## src/design/cbc_pkg.sv

```systemverilog
package cbc_pkg;
  localparam logic [11:0] ADDR_PERIPH  = 12'h014;
  localparam logic [11:0] ADDR_PIN     = 12'h018;
  localparam logic [11:0] ADDR_PORT    = 12'h01c;
  localparam logic [11:0] ADDR_CTRL    = 12'h030;
  localparam logic [11:0] ADDR_STATUS  = 12'h050;
  localparam logic [11:0] ADDR_MASK    = 12'h054;
  localparam logic [31:0] PERIPH_VALUE = 32'h0107_0013;
  localparam logic [31:0] PIN_VALUE    = 32'h3f0f_01c3;
  localparam logic [31:0] PORT_VALUE   = 32'h0000_001f;
  localparam int          CNT_LSB      = 2;
  localparam int          CNT_MSB      = 15;
  localparam int          CNT_W        = 14;
  localparam int          SEL_BIT      = 1;
  localparam int          WAIT_BIT     = 0;
  localparam logic [13:0] CNT_RESET    = 14'h1fff;
  localparam logic        SEL_RESET    = 1'h0;
  localparam logic        WAIT_RESET   = 1'h1;
  localparam logic [1:0]  RESP_OKAY    = 2'h0;
  localparam logic [1:0]  RESP_SLVERR  = 2'h2;
  localparam logic [3:0]  OSC_DIV      = 4'h1;
endpackage

```

## src/design/cbc_top.sv

```systemverilog
// Local design decision: the AXI4-Lite register port.
`timescale 1ns/10ps
module cbc_top
  import cbc_pkg::*;
#(
  parameter logic [3:0] OSC_DIVIDE = OSC_DIV   // Clocks per oscillator tick.
) (
  input  wire logic        sys_clk,        // System clock, 25 MHz.
  input  wire logic        resetn,         // Asynchronous reset, low.
  input  wire logic        brownout_in,    // Detector output, high on event.
  input  wire logic [11:0] s_axi_awaddr,   // Write address.
  input  wire logic        s_axi_awvalid,  // Write address valid.
  output logic             s_axi_awready,  // Write address ready.
  input  wire logic [31:0] s_axi_wdata,    // Write data.
  input  wire logic [3:0]  s_axi_wstrb,    // Write byte strobes.
  input  wire logic        s_axi_wvalid,   // Write data valid.
  output logic             s_axi_wready,   // Write data ready.
  output logic [1:0]       s_axi_bresp,    // Write response.
  output logic             s_axi_bvalid,   // Write response valid.
  input  wire logic        s_axi_bready,   // Write response ready.
  input  wire logic [11:0] s_axi_araddr,   // Read address.
  input  wire logic        s_axi_arvalid,  // Read address valid.
  output logic             s_axi_arready,  // Read address ready.
  output logic [31:0]      s_axi_rdata,    // Read data.
  output logic [1:0]       s_axi_rresp,    // Read response.
  output logic             s_axi_rvalid,   // Read data valid.
  input  wire logic        s_axi_rready,   // Read data ready.
  output logic             brownout_reset, // Reset request pulse.
  output logic             irq             // Level interrupt.
);

  typedef enum logic [1:0] {CBC_IDLE, CBC_WAIT, CBC_HOLD} cbc_state_t;

  logic [CNT_W-1:0] filter_delay_count;
  logic             reset_not_interrupt_select;
  logic             wait_and_resample_enable;
  logic             status;
  logic             mask;
  logic [CNT_W:0]   delay_cnt;
  logic [3:0]       div_cnt;
  logic             osc_tick;
  logic             det_prev;
  logic             confirm;
  cbc_state_t       state;
  logic             aw_held;
  logic             w_held;
  logic [11:0]      aw_addr;
  logic [31:0]      w_data;
  logic [3:0]       w_strb;
  logic             do_write;
  logic [31:0]      next_rdata;
  logic             next_rok;

  // Oscillator tick stands in for the internal oscillator on one clock.
  always_ff @(posedge sys_clk or negedge resetn) begin
    if (!resetn) begin
      div_cnt  <= 4'h0;
      osc_tick <= 1'b0;
    end else if (div_cnt + 4'h1 >= OSC_DIVIDE) begin
      div_cnt  <= 4'h0;
      osc_tick <= 1'b1;
    end else begin
      div_cnt  <= div_cnt + 4'h1;
      osc_tick <= 1'b0;
    end
  end

  // Write address and data are caught separately, in either order.
  always_ff @(posedge sys_clk or negedge resetn) begin
    if (!resetn) begin
      aw_held <= 1'b0;
      w_held  <= 1'b0;
      aw_addr <= 12'h000;
      w_data  <= 32'h0000_0000;
      w_strb  <= 4'h0;
    end else if (do_write) begin
      aw_held <= 1'b0;
      w_held  <= 1'b0;
    end else begin
      if (s_axi_awvalid && s_axi_awready) begin
        aw_held <= 1'b1;
        aw_addr <= s_axi_awaddr;
      end
      if (s_axi_wvalid && s_axi_wready) begin
        w_held <= 1'b1;
        w_data <= s_axi_wdata;
        w_strb <= s_axi_wstrb;
      end
    end
  end

  assign do_write = aw_held && w_held && !s_axi_bvalid;

  // Ready is offered only while the channel is empty.
  always_ff @(posedge sys_clk or negedge resetn) begin
    if (!resetn) begin
      s_axi_awready <= 1'b0;
      s_axi_wready  <= 1'b0;
    end else begin
      s_axi_awready <= !aw_held && !(s_axi_awvalid && s_axi_awready)
                       && !s_axi_bvalid;
      s_axi_wready  <= !w_held && !(s_axi_wvalid && s_axi_wready)
                       && !s_axi_bvalid;
    end
  end

  // Write response; flag registers accept writes silently.
  always_ff @(posedge sys_clk or negedge resetn) begin
    if (!resetn) begin
      s_axi_bvalid <= 1'b0;
      s_axi_bresp  <= RESP_OKAY;
    end else if (do_write) begin
      s_axi_bvalid <= 1'b1;
      case ({aw_addr[11:2], 2'b00})
        ADDR_PERIPH, ADDR_PIN, ADDR_PORT, ADDR_CTRL,
        ADDR_STATUS, ADDR_MASK: s_axi_bresp <= RESP_OKAY;
        default:                s_axi_bresp <= RESP_SLVERR;
      endcase
    end else if (s_axi_bready) begin
      s_axi_bvalid <= 1'b0;
    end
  end

  // Control register; only the low two byte lanes hold fields.
  always_ff @(posedge sys_clk or negedge resetn) begin
    if (!resetn) begin
      filter_delay_count         <= CNT_RESET;
      reset_not_interrupt_select <= SEL_RESET;
      wait_and_resample_enable   <= WAIT_RESET;
      mask                       <= 1'b0;
    end else if (do_write) begin
      if ({aw_addr[11:2], 2'b00} == ADDR_CTRL) begin
        if (w_strb[0]) begin
          filter_delay_count[5:0]    <= w_data[7:CNT_LSB];
          reset_not_interrupt_select <= w_data[SEL_BIT];
          wait_and_resample_enable   <= w_data[WAIT_BIT];
        end
        if (w_strb[1]) begin
          filter_delay_count[13:6] <= w_data[CNT_MSB:8];
        end
      end
      if ({aw_addr[11:2], 2'b00} == ADDR_MASK && w_strb[0]) begin
        mask <= w_data[0];
      end
    end
  end

  // Read channel answers one cycle after the address is taken.
  always_comb begin
    next_rdata = 32'h0000_0000;
    next_rok   = 1'b1;
    case ({s_axi_araddr[11:2], 2'b00})
      ADDR_PERIPH: next_rdata = PERIPH_VALUE;
      ADDR_PIN:    next_rdata = PIN_VALUE;
      ADDR_PORT:   next_rdata = PORT_VALUE;
      ADDR_CTRL:   next_rdata = {16'h0000, filter_delay_count,
                                 reset_not_interrupt_select,
                                 wait_and_resample_enable};
      ADDR_STATUS: next_rdata = {31'h0, status};
      ADDR_MASK:   next_rdata = {31'h0, mask};
      default:     next_rok   = 1'b0;
    endcase
  end

  // Reserved bits read zero, which is one permitted value.
  always_ff @(posedge sys_clk or negedge resetn) begin
    if (!resetn) begin
      s_axi_arready <= 1'b0;
      s_axi_rvalid  <= 1'b0;
      s_axi_rdata   <= 32'h0000_0000;
      s_axi_rresp   <= RESP_OKAY;
    end else if (s_axi_arvalid && s_axi_arready) begin
      s_axi_arready <= 1'b0;
      s_axi_rvalid  <= 1'b1;
      s_axi_rdata   <= next_rdata;
      s_axi_rresp   <= next_rok ? RESP_OKAY : RESP_SLVERR;
    end else if (s_axi_rvalid) begin
      if (s_axi_rready) begin
        s_axi_rvalid  <= 1'b0;
        s_axi_arready <= 1'b1;
      end
    end else begin
      s_axi_arready <= 1'b1;
    end
  end

  // Filter state machine; the counter is one bit wider than the field.
  always_ff @(posedge sys_clk or negedge resetn) begin
    if (!resetn) begin
      state     <= CBC_IDLE;
      delay_cnt <= '0;
      det_prev  <= 1'b0;
      confirm   <= 1'b0;
    end else begin
      det_prev <= brownout_in;
      confirm  <= 1'b0;
      case (state)
        CBC_IDLE: begin
          if (brownout_in && !det_prev) begin
            if (wait_and_resample_enable) begin
              delay_cnt <= '0;
              state     <= CBC_WAIT;
            end else begin
              confirm <= 1'b1;
            end
          end
        end
        CBC_WAIT: begin
          if (delay_cnt >= {1'b0, filter_delay_count}) begin
            if (brownout_in) begin
              confirm <= 1'b1;
            end
            state <= CBC_HOLD;
          end else if (osc_tick) begin
            delay_cnt <= delay_cnt + 1'b1;
          end
        end
        CBC_HOLD: begin
          state <= CBC_IDLE;
        end
        default: state <= CBC_IDLE;
      endcase
    end
  end

  // Response: reset pulse or sticky status; the set wins over a clear.
  always_ff @(posedge sys_clk or negedge resetn) begin
    if (!resetn) begin
      status         <= 1'b0;
      brownout_reset <= 1'b0;
      irq            <= 1'b0;
    end else begin
      brownout_reset <= confirm && reset_not_interrupt_select;
      if (confirm && !reset_not_interrupt_select) begin
        status <= 1'b1;
      end else if (do_write && {aw_addr[11:2], 2'b00} == ADDR_STATUS
                   && w_strb[0] && w_data[0]) begin
        status <= 1'b0;
      end
      irq <= status && mask;
    end
  end

endmodule

```

## config.mk

```make
export PLATFORM = sky130hd
export DESIGN_NAME = cbc_top
export DESIGN_NICKNAME = d
export VERILOG_FILES = /design/src/design/cbc_pkg.sv /design/src/design/cbc_top.sv
export SDC_FILE = /design/constraint.sdc
export NUM_CORES = 1
export LEC_CHECK = 0
export ABC_AREA = 1
export ABC_CLOCK_PERIOD_IN_PS = 5280
export BUFFER_PORTS_ARGS = -buffer_cell sky130_fd_sc_hd__buf_2
export CORE_AREA = 10 10 124 126
export CTS_CLUSTER_DIAMETER = 150
export CTS_CLUSTER_SIZE = 16
export DETAILED_ROUTE_END_ITERATION = 7
export DIE_AREA = 0 0 134 136
export GPL_TIMING_DRIVEN = 0
export MAX_ROUTING_LAYER = met4
export PLACE_DENSITY = 0.62
export SYNTH_ARGS = -nofsm -noshare
export SYNTH_HDL_FRONTEND = slang
export SYNTH_SLANG_ARGS = --single-unit
```

## constraint.sdc

```tcl
create_clock -name sys_clk -period 5.28 [get_ports sys_clk]
set_input_delay 1.32 -clock sys_clk [delete_from_list [all_inputs] [get_ports sys_clk]]
set_output_delay 1.32 -clock sys_clk [all_outputs]
set_load 0.05 [all_outputs]
```

==> flow_summary.ini, run 1 <==
[floorplanning]
dieHeight_um = 136
start_util = 0.388
core_um2 = 13000
die-area_um2 = 18200
die_x_um = 134
row_count = 42
pin_count = 111

[sta]
relSlewSlack = 0.637
post-route-period-util = 0.477
setup_slack_ns = 2.76
finalHoldViolCount = 0
worstMarginPinSlew_ns = 0.545
period_needed_ns = 2.52
fin_setup_tns_ns = 0
setup_viol = 0
fin_skew_ns = 0.00673
rsz0062_at_grt = false
drv_slew = 0
holdWs_ns = 0.472
fmax_ghz = 0.397

[synth]
syn_inst = 577
synth-edff-count = 0
async_reset_ff_frac = 1.00
ys_seq_area_frac = 0.496
postSynthAreaPerCell_um2 = 8.72
netlist_area_um2 = 5030
yosys.cell_types.count = 34
ys.flop_type = dfrtp_1
synth-seq-cells = 99
yosysWarnings = 0

[power]
totalPowerFinal_mw = 2.27
ir_drop_v = 0.000239
powerDensity_nw_per_um2 = 376
leakage_nw = 3.06

[critical_path]
cpMaxStageDelayCell = dfrtp_1
start_kind = flip-flop
critPathMaxStageDelay_ns = 0.46
reg2reg_slack_ns = 3.21
path_class = reg2out
worstReg2RegStart = filter_delay_count[6]
crit_path_max_fanout = 7
endpoint_kind = output pin
crit_buf_inv = 2
path_cells = buf_4, buf_2
crit_arrival_ns = 1.20
required_ns = 3.96
rr_worst_depth = 13
cp_top_family = flip-flops
r2r_end = delay_cnt[8]

[detailed_routing]
via_count = 3993
wl_mm = 11.3
wl_per_cell_um = 13.2
antenna_left = 0
drt-initial-drc-count = 200
route.detailed.drc = 0
drtPass1Iterations = 4
vias_per_cell = 4.65

[clocking]
clk_pin_slew_ns = 0.06
numCtsBuffers = 9
cts_hold_buf = 0
cts_buffer_depth = 2
clock-root-buffer = clkbuf_16
clock-sinks = 99
ctsResizeCount = 0
htree_num_levels = 3
cts_tree = built
cts_setup_buffers = 0
worstSkewPairLatency_ns = 0.35

[grt]
grtUsageMet3 = 0.0446
grt-ovfl-total = 0
grt_max_degree = 61
grt.busiest_layer = met2
grtUsageTotal = 0.133
grt_pass1_vias = 3968
antenna_found_initial = 0
grt_pass1_wl_mm = 19.2
global_route.usage.met1 = 0.158
grtUsageMet2 = 0.210

[finish]
drive_gt1_frac = 0.261
n_antenna_cell = 0
utilization = 0.465
finalInstanceArea_um2 = 6030
layoutNonFillerInstCount = 858
area_growth_pct = 19.9
fin_nets = 763

[run_status]
status = finished clean

[hold_path]
holdPathEnd = s_axi_rdata[2]
hp-class = reg2reg
worst_hold_startpoint = s_axi_rdata[2]
worstHoldPathCells = 1

[placement]
gp_congestion = 0.868
io_buffers = 80
dp_slack_ns = 2.75
dp.cells = 843
placed_cell_area_um2 = 5720
dp_hpwl_mm = 8.84

[flow_run]
max_cap_violations = 0
## power by group
part,leakage (nW),internal (mW),switching (mW)
Sequential,1.22,0.908,0.0786
Combinational,1.69,0.195,0.375
Clock,0.151,0.418,0.293
## kinds of logic after synthesis
| kind of cell | Yosys count | synth area share |
|---|---|---|
| compound gates | 60 | 0.0723 |
| xor+xnor | 6 | 0.0104 |
| fa+ha+maj | 17 | 0.0423 |
| buf+inv | 101 | 0.0917 |
| flops | 99 | 0.496 |
| mux | 22 | 0.0492 |
| other cells | 1 | 0.000745 |
| simple gates | 271 | 0.238 |
## layer usage
metal | share of wire | wire (µm)
met1 | 0.46 | 5190
met4 | 0.016 | 180
met3 | 0.062 | 702
met2 | 0.46 | 5220
met5 | 0 | 0
## cells in the final DEF, fill, tap and decap left out, types with 2 or more instances in the layout
| master | instances |
|---|---|
| buf_2 | 82 |
| nand3_2 | 2 |
| nor2_1 | 54 |
| nor3b_1 | 2 |
| nand2_2 | 2 |
| dfstp_2 | 14 |
| o21ai_0 | 16 |
| inv_1 | 72 |
| nor2_4 | 2 |
| o31ai_1 | 8 |
| dfrtp_1 | 85 |
| a31oi_1 | 3 |
| buf_4 | 20 |
| ha_1 | 17 |
| nand2_1 | 138 |
| nand2_4 | 2 |
| nand3_1 | 39 |
| o21ai_2 | 8 |
| nand4_1 | 9 |
| clkbuf_16 | 9 |
| xor2_1 | 6 |
| o211ai_1 | 2 |
| clkbuf_1 | 6 |
| mux2_2 | 22 |
| nor2_2 | 6 |
| a21oi_1 | 21 |
| nor3_1 | 12 |
| conb_1 | 10 |
| bufinv_16 | 2 |
## synth_stat cells, types with 3 or more instances
| library cell | instances | area share |
|---|---|---|
| mux2_2 | 22 | 0.049 |
| inv_1 | 72 | 0.054 |
| dfrtp_1 | 85 | 0.42 |
| buf_4 | 19 | 0.028 |
| nor2_1 | 54 | 0.040 |
| a21oi_1 | 21 | 0.021 |
| nor3_1 | 12 | 0.012 |
| xor2_1 | 6 | 0.010 |
| nand3_1 | 39 | 0.039 |
| o21ai_0 | 16 | 0.016 |
| o21ai_2 | 8 | 0.014 |
| dfstp_2 | 14 | 0.073 |
| a31oi_1 | 3 | 0.0037 |
| ha_1 | 17 | 0.042 |
| nor2_2 | 6 | 0.0075 |
| nand4_1 | 9 | 0.011 |
| o31ai_1 | 8 | 0.012 |
| clkbuf_1 | 5 | 0.0037 |
| buf_2 | 3 | 0.0030 |
| nand2_1 | 138 | 0.10 |
## worst max-delay path by stage
stage                     startpoint               to  cells after the start
finish               s_axi_rdata[28]  s_axi_rdata[26]                      2
global route         s_axi_rdata[28]  s_axi_rdata[25]                      2
CTS                  s_axi_rdata[28]  s_axi_rdata[26]                      2
detailed placement  s_axi_araddr[11]   s_axi_rdata[8]                      9
global placement              resetn      aw_addr[11]                      1
floorplan            s_axi_rdata[28]  s_axi_rdata[25]                      1
## layout make-up
type	count	area, µm²
plain buffers	28	188
inverters	73	274
multi-input cells	386	2110
well taps	176	220
fillers	1253	6950
flip-flops and latches	99	2490
repair buffers	81	430
clock inverters	5	87.6
clock buffers	10	229
## state kept, by name (all words and copies together) (netlist names), 2 cells and up
signal,flops
aw_addr,10
delay_cnt,15
div_cnt,4
filter_delay_count,14
s_axi_rdata,18
state,2
w_data,16
w_strb,2
No activity file was read; power rests on OpenSTA's default activity.
==> inputs of run 2 (changes only) <==
--- a/config.mk
+++ b/config.mk
@@ -6,7 +6,7 @@
 export NUM_CORES = 1
 export LEC_CHECK = 0
 export ABC_AREA = 1
-export ABC_CLOCK_PERIOD_IN_PS = 5280
+export ABC_CLOCK_PERIOD_IN_PS = 2210
 export BUFFER_PORTS_ARGS = -buffer_cell sky130_fd_sc_hd__buf_2
 export CORE_AREA = 10 10 124 126
 export CTS_CLUSTER_DIAMETER = 150
@@ -15,7 +15,7 @@
 export DIE_AREA = 0 0 134 136
 export GPL_TIMING_DRIVEN = 0
 export MAX_ROUTING_LAYER = met4
-export PLACE_DENSITY = 0.62
+export PLACE_DENSITY = 0.64
 export SYNTH_ARGS = -nofsm -noshare
 export SYNTH_HDL_FRONTEND = slang
 export SYNTH_SLANG_ARGS = --single-unit
==> constraint.sdc (replaced) <==
create_clock -name sys_clk -period 2.21 [get_ports sys_clk]
set_input_delay 0.5525 -clock sys_clk [delete_from_list [all_inputs] [get_ports sys_clk]]
set_output_delay 0.5525 -clock sys_clk [all_outputs]
set_load 0.05 [all_outputs]
==> flow_summary.ini, run 2 (synthesis results as in run 1) <==
[placement]
placed_cell_area_um2 = 5720
dp_hpwl_mm = 9.11
io_buffers = 80
dp.cells = 843
gp_congestion = 0.893
dp_slack_ns = 0.106

[sta]
fin_skew_ns = 0.00519
holdWs_ns = 0.131
setup_viol = 0
fmax_ghz = 0.485
period_needed_ns = 2.06
setup_slack_ns = 0.147
fin_setup_tns_ns = 0
post-route-period-util = 0.934
drv_slew = 0
worstMarginPinSlew_ns = 0.594
finalHoldViolCount = 0
relSlewSlack = 0.604

[critical_path]
critPathMaxStageDelay_ns = 0.53
required_ns = 2.44
cp_top_family = simple AND/OR/NAND/NOR gates
reg2reg_slack_ns = 0.15
path_cells = inv_1, ha_1, nand2_1, inv_1, a21oi_2, nand2_1, nand2_2, nand3_2, nand2_4, nand2_4, buf_6, nand2_1, nand2_1
r2r_end = delay_cnt[9]
worstReg2RegStart = filter_delay_count[6]
crit_path_max_fanout = 10
rr_worst_depth = 13
crit_arrival_ns = 2.30
endpoint_kind = flip-flop
path_common_cell = nand2_1
cpMaxStageDelayCell = dfstp_2
start_kind = flip-flop
path_class = reg2reg
crit_buf_inv = 3

[clocking]
clk_pin_slew_ns = 0.07
cts_tree = built
cts_buffer_depth = 2
clock-root-buffer = clkbuf_16
numCtsBuffers = 9
htree_num_levels = 3
cts_hold_buf = 0
clock-sinks = 99
worstSkewPairLatency_ns = 0.34

[floorplanning]
row_count = 42
die-area_um2 = 18200
dieHeight_um = 136
start_util = 0.388
core_um2 = 13000
die_x_um = 134
pin_count = 111

[power]
internal-power_mw = 3.63
seqPwrFrac = 0.439
totalPowerFinal_mw = 5.37
comb_power_share = 0.256
powerDensity_nw_per_um2 = 887
leakage_nw = 3.07
swShare = 0.324
ir_drop_v = 0.000653
pwr-share-clk = 0.306
power.net_switching_mw = 1.74

[finish]
largest_reg_flops = 18
final_common_cell = nand2_1
fill_cells = 1291
utilization = 0.467
layoutNonFillerInstCount = 861
largest-register = s_axi_rdata
area_growth_pct = 20.3
fin_nets = 764
drive_gt1_frac = 0.265
finalInstanceArea_um2 = 6060
mostFrequentLayoutCells = nand2_1 (137), dfrtp_1 (85), buf_2 (82), inv_1 (72), nor2_1 (54)
reg_top3 = s_axi_rdata (18), w_data (16), delay_cnt (15)

[grt]
grtUsageTotal = 0.136
grt_pass1_wl_mm = 19.6
antenna_found_initial = 1
grt_pass1_vias = 4180
grt_max_degree = 71
grt-ovfl-total = 0

[hold_path]
hp-class = in2async

[detailed_routing]
drtPass1Iterations = 4
vias_per_cell = 4.68
drt-initial-drc-count = 195
route.detailed.drc = 0
via_count = 4029
wl_per_cell_um = 13.5
wl_mm = 11.6
antenna_left = 0

[flow_run]
max_cap_violations = 0

[run_status]
status = finished clean
==> run 2: cell type report <==
cell class | instances | area, µm² | area share
clock inverters | 4 | 73.8 | 0.0122
clock buffers | 12 | 236 | 0.0390
well taps | 176 | 220 | 0.0364
repair buffers | 82 | 438 | 0.0723
multi-input cells | 386 | 2130 | 0.352
diodes | 1 | 2.50 | 0.000413
plain buffers | 28 | 188 | 0.0310
inverters | 73 | 274 | 0.0452
flip-flops and latches | 99 | 2490 | 0.412
==> run 2: metal layers <==
layer	track usage	share of wire	up-vias	routed length [µm]
li1	-	-	2032	-
met1	0.154	0.44	1895	5130
met2	0.222	0.48	88	5520
met3	0.0369	0.057	14	662
met4	0.0580	0.024	0	273
met5	-	0	-	0
==> run 2: worst max-delay path by stage <==
stage,slack [ns],depth (start not counted),end,from
3_3_place_gp,-0.41,1,aw_addr[11],resetn
3_5_place_dp,0.11,13,delay_cnt[9],filter_delay_count[6]
2_1_floorplan,0.40,13,delay_cnt[5],filter_delay_count[6]
4_1_cts,0.1,13,delay_cnt[9],filter_delay_count[6]
6_report,0.15,13,delay_cnt[9],filter_delay_count[6]
5_1_grt,-0.004,13,delay_cnt[13],filter_delay_count[6]
==> run 2: power by group through the flow <==
stage | registers [mW] | clock network, mW | logic (mW)
after floorplan | 2.54 | 0 | 0.857
after global placement | 2.38 | 0 | 1.34
after detailed placement | 2.39 | 0 | 1.39
after CTS | 2.36 | 1.69 | 1.39
after global routing | 2.40 | 1.75 | 1.54
final | 2.36 | 1.64 | 1.37
==> run 2: repair_timing <==
item,CTS,global route
gates resized for setup,0,3
buffers inserted,0,1
endpoints found under the hold margin,0,0
endpoints found under the setup margin,0,10
==> inputs of run 3 (changes only) <==
==> config.mk (replaced) <==
export PLATFORM = sky130hd
export DESIGN_NAME = cbc_top
export DESIGN_NICKNAME = d
export VERILOG_FILES = /design/src/design/cbc_pkg.sv /design/src/design/cbc_top.sv
export SDC_FILE = /design/constraint.sdc
export NUM_CORES = 1
export LEC_CHECK = 0
export ABC_CLOCK_PERIOD_IN_PS = 2210
export BUFFER_PORTS_ARGS = -buffer_cell sky130_fd_sc_hd__buf_2
export CORE_AREA = 10 10 120 122
export CTS_CLUSTER_DIAMETER = 150
export CTS_CLUSTER_SIZE = 16
export DETAILED_ROUTE_END_ITERATION = 7
export DIE_AREA = 0 0 130 132
export GPL_TIMING_DRIVEN = 0
export MAX_ROUTING_LAYER = met4
export PLACE_DENSITY = 0.65
export SYNTH_ARGS = -nofsm -noshare
export SYNTH_HDL_FRONTEND = slang
export SYNTH_SLANG_ARGS = --single-unit
==> flow_summary.ini, run 3 <==
[run_status]
status = finished clean

[clocking]
worstSkewPairLatency_ns = 0.36
cts_buffer_depth = 2
clock-sinks = 99
numCtsBuffers = 9
clk_pin_slew_ns = 0.07
cts_tree = built
clock-root-buffer = clkbuf_16
htree_num_levels = 3
cts_hold_buf = 0

[critical_path]
crit_arrival_ns = 2.44
cp_top_family = compound AO/OA/AOI/OAI gates
required_ns = 2.45
endpoint_kind = flip-flop
startpoint = filter_delay_count[0]
start_kind = flip-flop
path_class = reg2reg
path_cells = ha_4, nand2b_4, a211oi_4, o311a_4, o211ai_4, a21o_4, a221o_1
cpMaxStageDelayCell = dfstp_2
r2r_end = delay_cnt[11]
crit_path_max_fanout = 5
reg2reg_slack_ns = 0.007
worstReg2RegStart = filter_delay_count[0]
crit_buf_inv = 0
rr_worst_depth = 7
critPathMaxStageDelay_ns = 0.56

[floorplanning]
dieHeight_um = 132
start_util = 0.398
die_x_um = 130
pin_count = 111
row_count = 40
die-area_um2 = 17200
core_um2 = 11900

[synth]
synth_common_cells = dfrtp_1 (85), mux2_2 (46), nand2_1 (41)
postSynthAreaPerCell_um2 = 11.0
yosys-top-cells-area = dfrtp_1 (45%), mux2_2 (11%), dfstp_2 (7.8%), ha_1 (4.5%), nand2_1 (3.2%)
ys.flop_type = dfrtp_1
synth_top_area_cell = dfrtp_1
synth_top_area_frac = 0.449
syn_inst = 432
yosys.cell_types.count = 58
async_reset_ff_frac = 1.00
yosysWarnings = 0
synth-edff-count = 0
ys_seq_area_frac = 0.527
post-synth-top-count-cell = dfrtp_1
synth-seq-cells = 99
netlist_area_um2 = 4740

[sta]
relSlewSlack = 0.437
post-route-period-util = 0.997
worstMarginPinSlew_ns = 0.843
period_needed_ns = 2.20
fmax_ghz = 0.454
holdWs_ns = 0.218
finalHoldViolCount = 0
fin_skew_ns = 0.0105
rsz0062_at_grt = true
drv_slew = 0
setup_viol = 0

[detailed_routing]
vias_per_cell = 5.15
via_count = 3556
drt-initial-drc-count = 147
wl_mm = 11.2
route.detailed.drc = 0
drtPass1Iterations = 4
antenna_left = 0
wl_per_cell_um = 16.2

[grt]
grt-ovfl-total = 0
grt_pass1_vias = 3653
antenna_found_initial = 1
grtUsageTotal = 0.139
grt_pass1_wl_mm = 18.3
grt_max_degree = 52

[power]
leakage_nw = 2.71
powerDensity_nw_per_um2 = 923
ir_drop_v = 0.000904

[finish]
area_growth_pct = 25.3
largest-register = s_axi_rdata
mostFrequentLayoutCells = dfrtp_1 (84), buf_2 (81), mux2_2 (46), nand2_1 (40), o21ai_0 (29)
final_common_cell = dfrtp_1
reg_top3 = s_axi_rdata (18), w_data (16), delay_cnt (15)
finalInstanceArea_um2 = 5940
drive_gt1_frac = 0.402
largest_reg_flops = 18
seq_area_um2 = 2500
fin_nets = 622
multiInputGateArea_um2 = 2220
fill_cells = 1081

[hold_path]
hp-class = in2async

[placement]
io_buffers = 78
gp_congestion = 0.858
dp_hpwl_mm = 8.35
placed_cell_area_um2 = 5380

[flow_run]
max_cap_violations = 0
-- run 3: cell types whose count changed after synthesis, sizes merged, moves of 10 or more --
cell | previous run | this run
o21ai | 24 | 34
inv | 72 | 24
nor2 | 62 | 27
nand2 | 142 | 43
nand3 | 41 | 9
mux2 | 22 | 46
-- run 3: worst max path at each step --
| stage | end | slack [ns] | depth (start not counted) |
|---|---|---|---|
| floorplan | delay_cnt[3] | 0.07 | 8 |
| global placement | s_axi_rdata[2] | -0.41 | 1 |
| detailed placement | delay_cnt[10] | -0.22 | 7 |
| CTS | delay_cnt[11] | 0.002 | 8 |
| global route | delay_cnt[5] | -0.05 | 7 |
| finish | delay_cnt[11] | 0.007 | 7 |
-- run 3: cell type report --
type,instances,area share
buffer,25,0.0268
multi-input combinational,292,0.375
clock inverter,6,0.0126
sequential,99,0.420
antenna,1,0.000421
clock buffer,10,0.0386
inverter,24,0.0152
timing repair buffer,86,0.0803
tap,147,0.0310
-- run 3: logic make-up (layout without fill, tap and decap cells) --
logic type	count (synthesis)	after routing	synth area share
other cells	1	11	0.000792
mux	49	49	0.116
buf+inv	50	151	0.0536
compound gates	85	85	0.112
xor+xnor	2	2	0.00370
fa+ha+maj	17	17	0.0449
simple gates	129	129	0.143
flops	99	99	0.527
-- run 3: repair_timing --
action	4_1_cts	5_1_grt
setup buffers	6	1
pin swaps	10	9
setup endpoints to repair	14	16
resized for setup	13	23
-- run 3: report_power, final --
| group | total (mW) | internal (mW) | leakage, nW | switching [mW] |
|---|---|---|---|---|
| clock network | 1.59 | 0.889 | 0.142 | 0.705 |
| logic | 1.40 | 0.655 | 1.37 | 0.748 |
| registers | 2.48 | 2.20 | 1.21 | 0.287 |
| total | 5.48 | 3.74 | 2.71 | 1.74 |
-- run 3: routing by layer --
layer | GRT usage | part of all wire
met4 | 0.0600 | 0.013
met2 | 0.206 | 0.48
met1 | 0.168 | 0.45
met5 | - | 0
met3 | 0.0467 | 0.057
-- run 3: metrics by stage --
stage / TNS (ns) / setup slack (ns) / std cells / total power [mW] / utilization
2_1_floorplan: 0 / 0.0695 / 441 / 3.38 / -
5_1_grt: -0.203 / -0.0500 / 690 / 5.82 / 0.498
3_3_place_gp: -35.24 / -0.406 / 666 / 3.69 / 0.449
6_report: 0 / 0.00736 / 690 / 5.48 / 0.498
4_1_cts: 0 / 0.00212 / 688 / 5.48 / 0.487
3_5_place_dp: -1.98 / -0.223 / 667 / 3.76 / 0.451
-- run 3: worst reg2reg max path, stage by stage, from the launching register on --
cell and delay [ns]:
dfstp_2 0.56, ha_4 0.20, nand2b_4 0.14, a211oi_4 0.21, o311a_4 0.28, o211ai_4 0.12
a21o_4 0.26, a221o_1 0.32
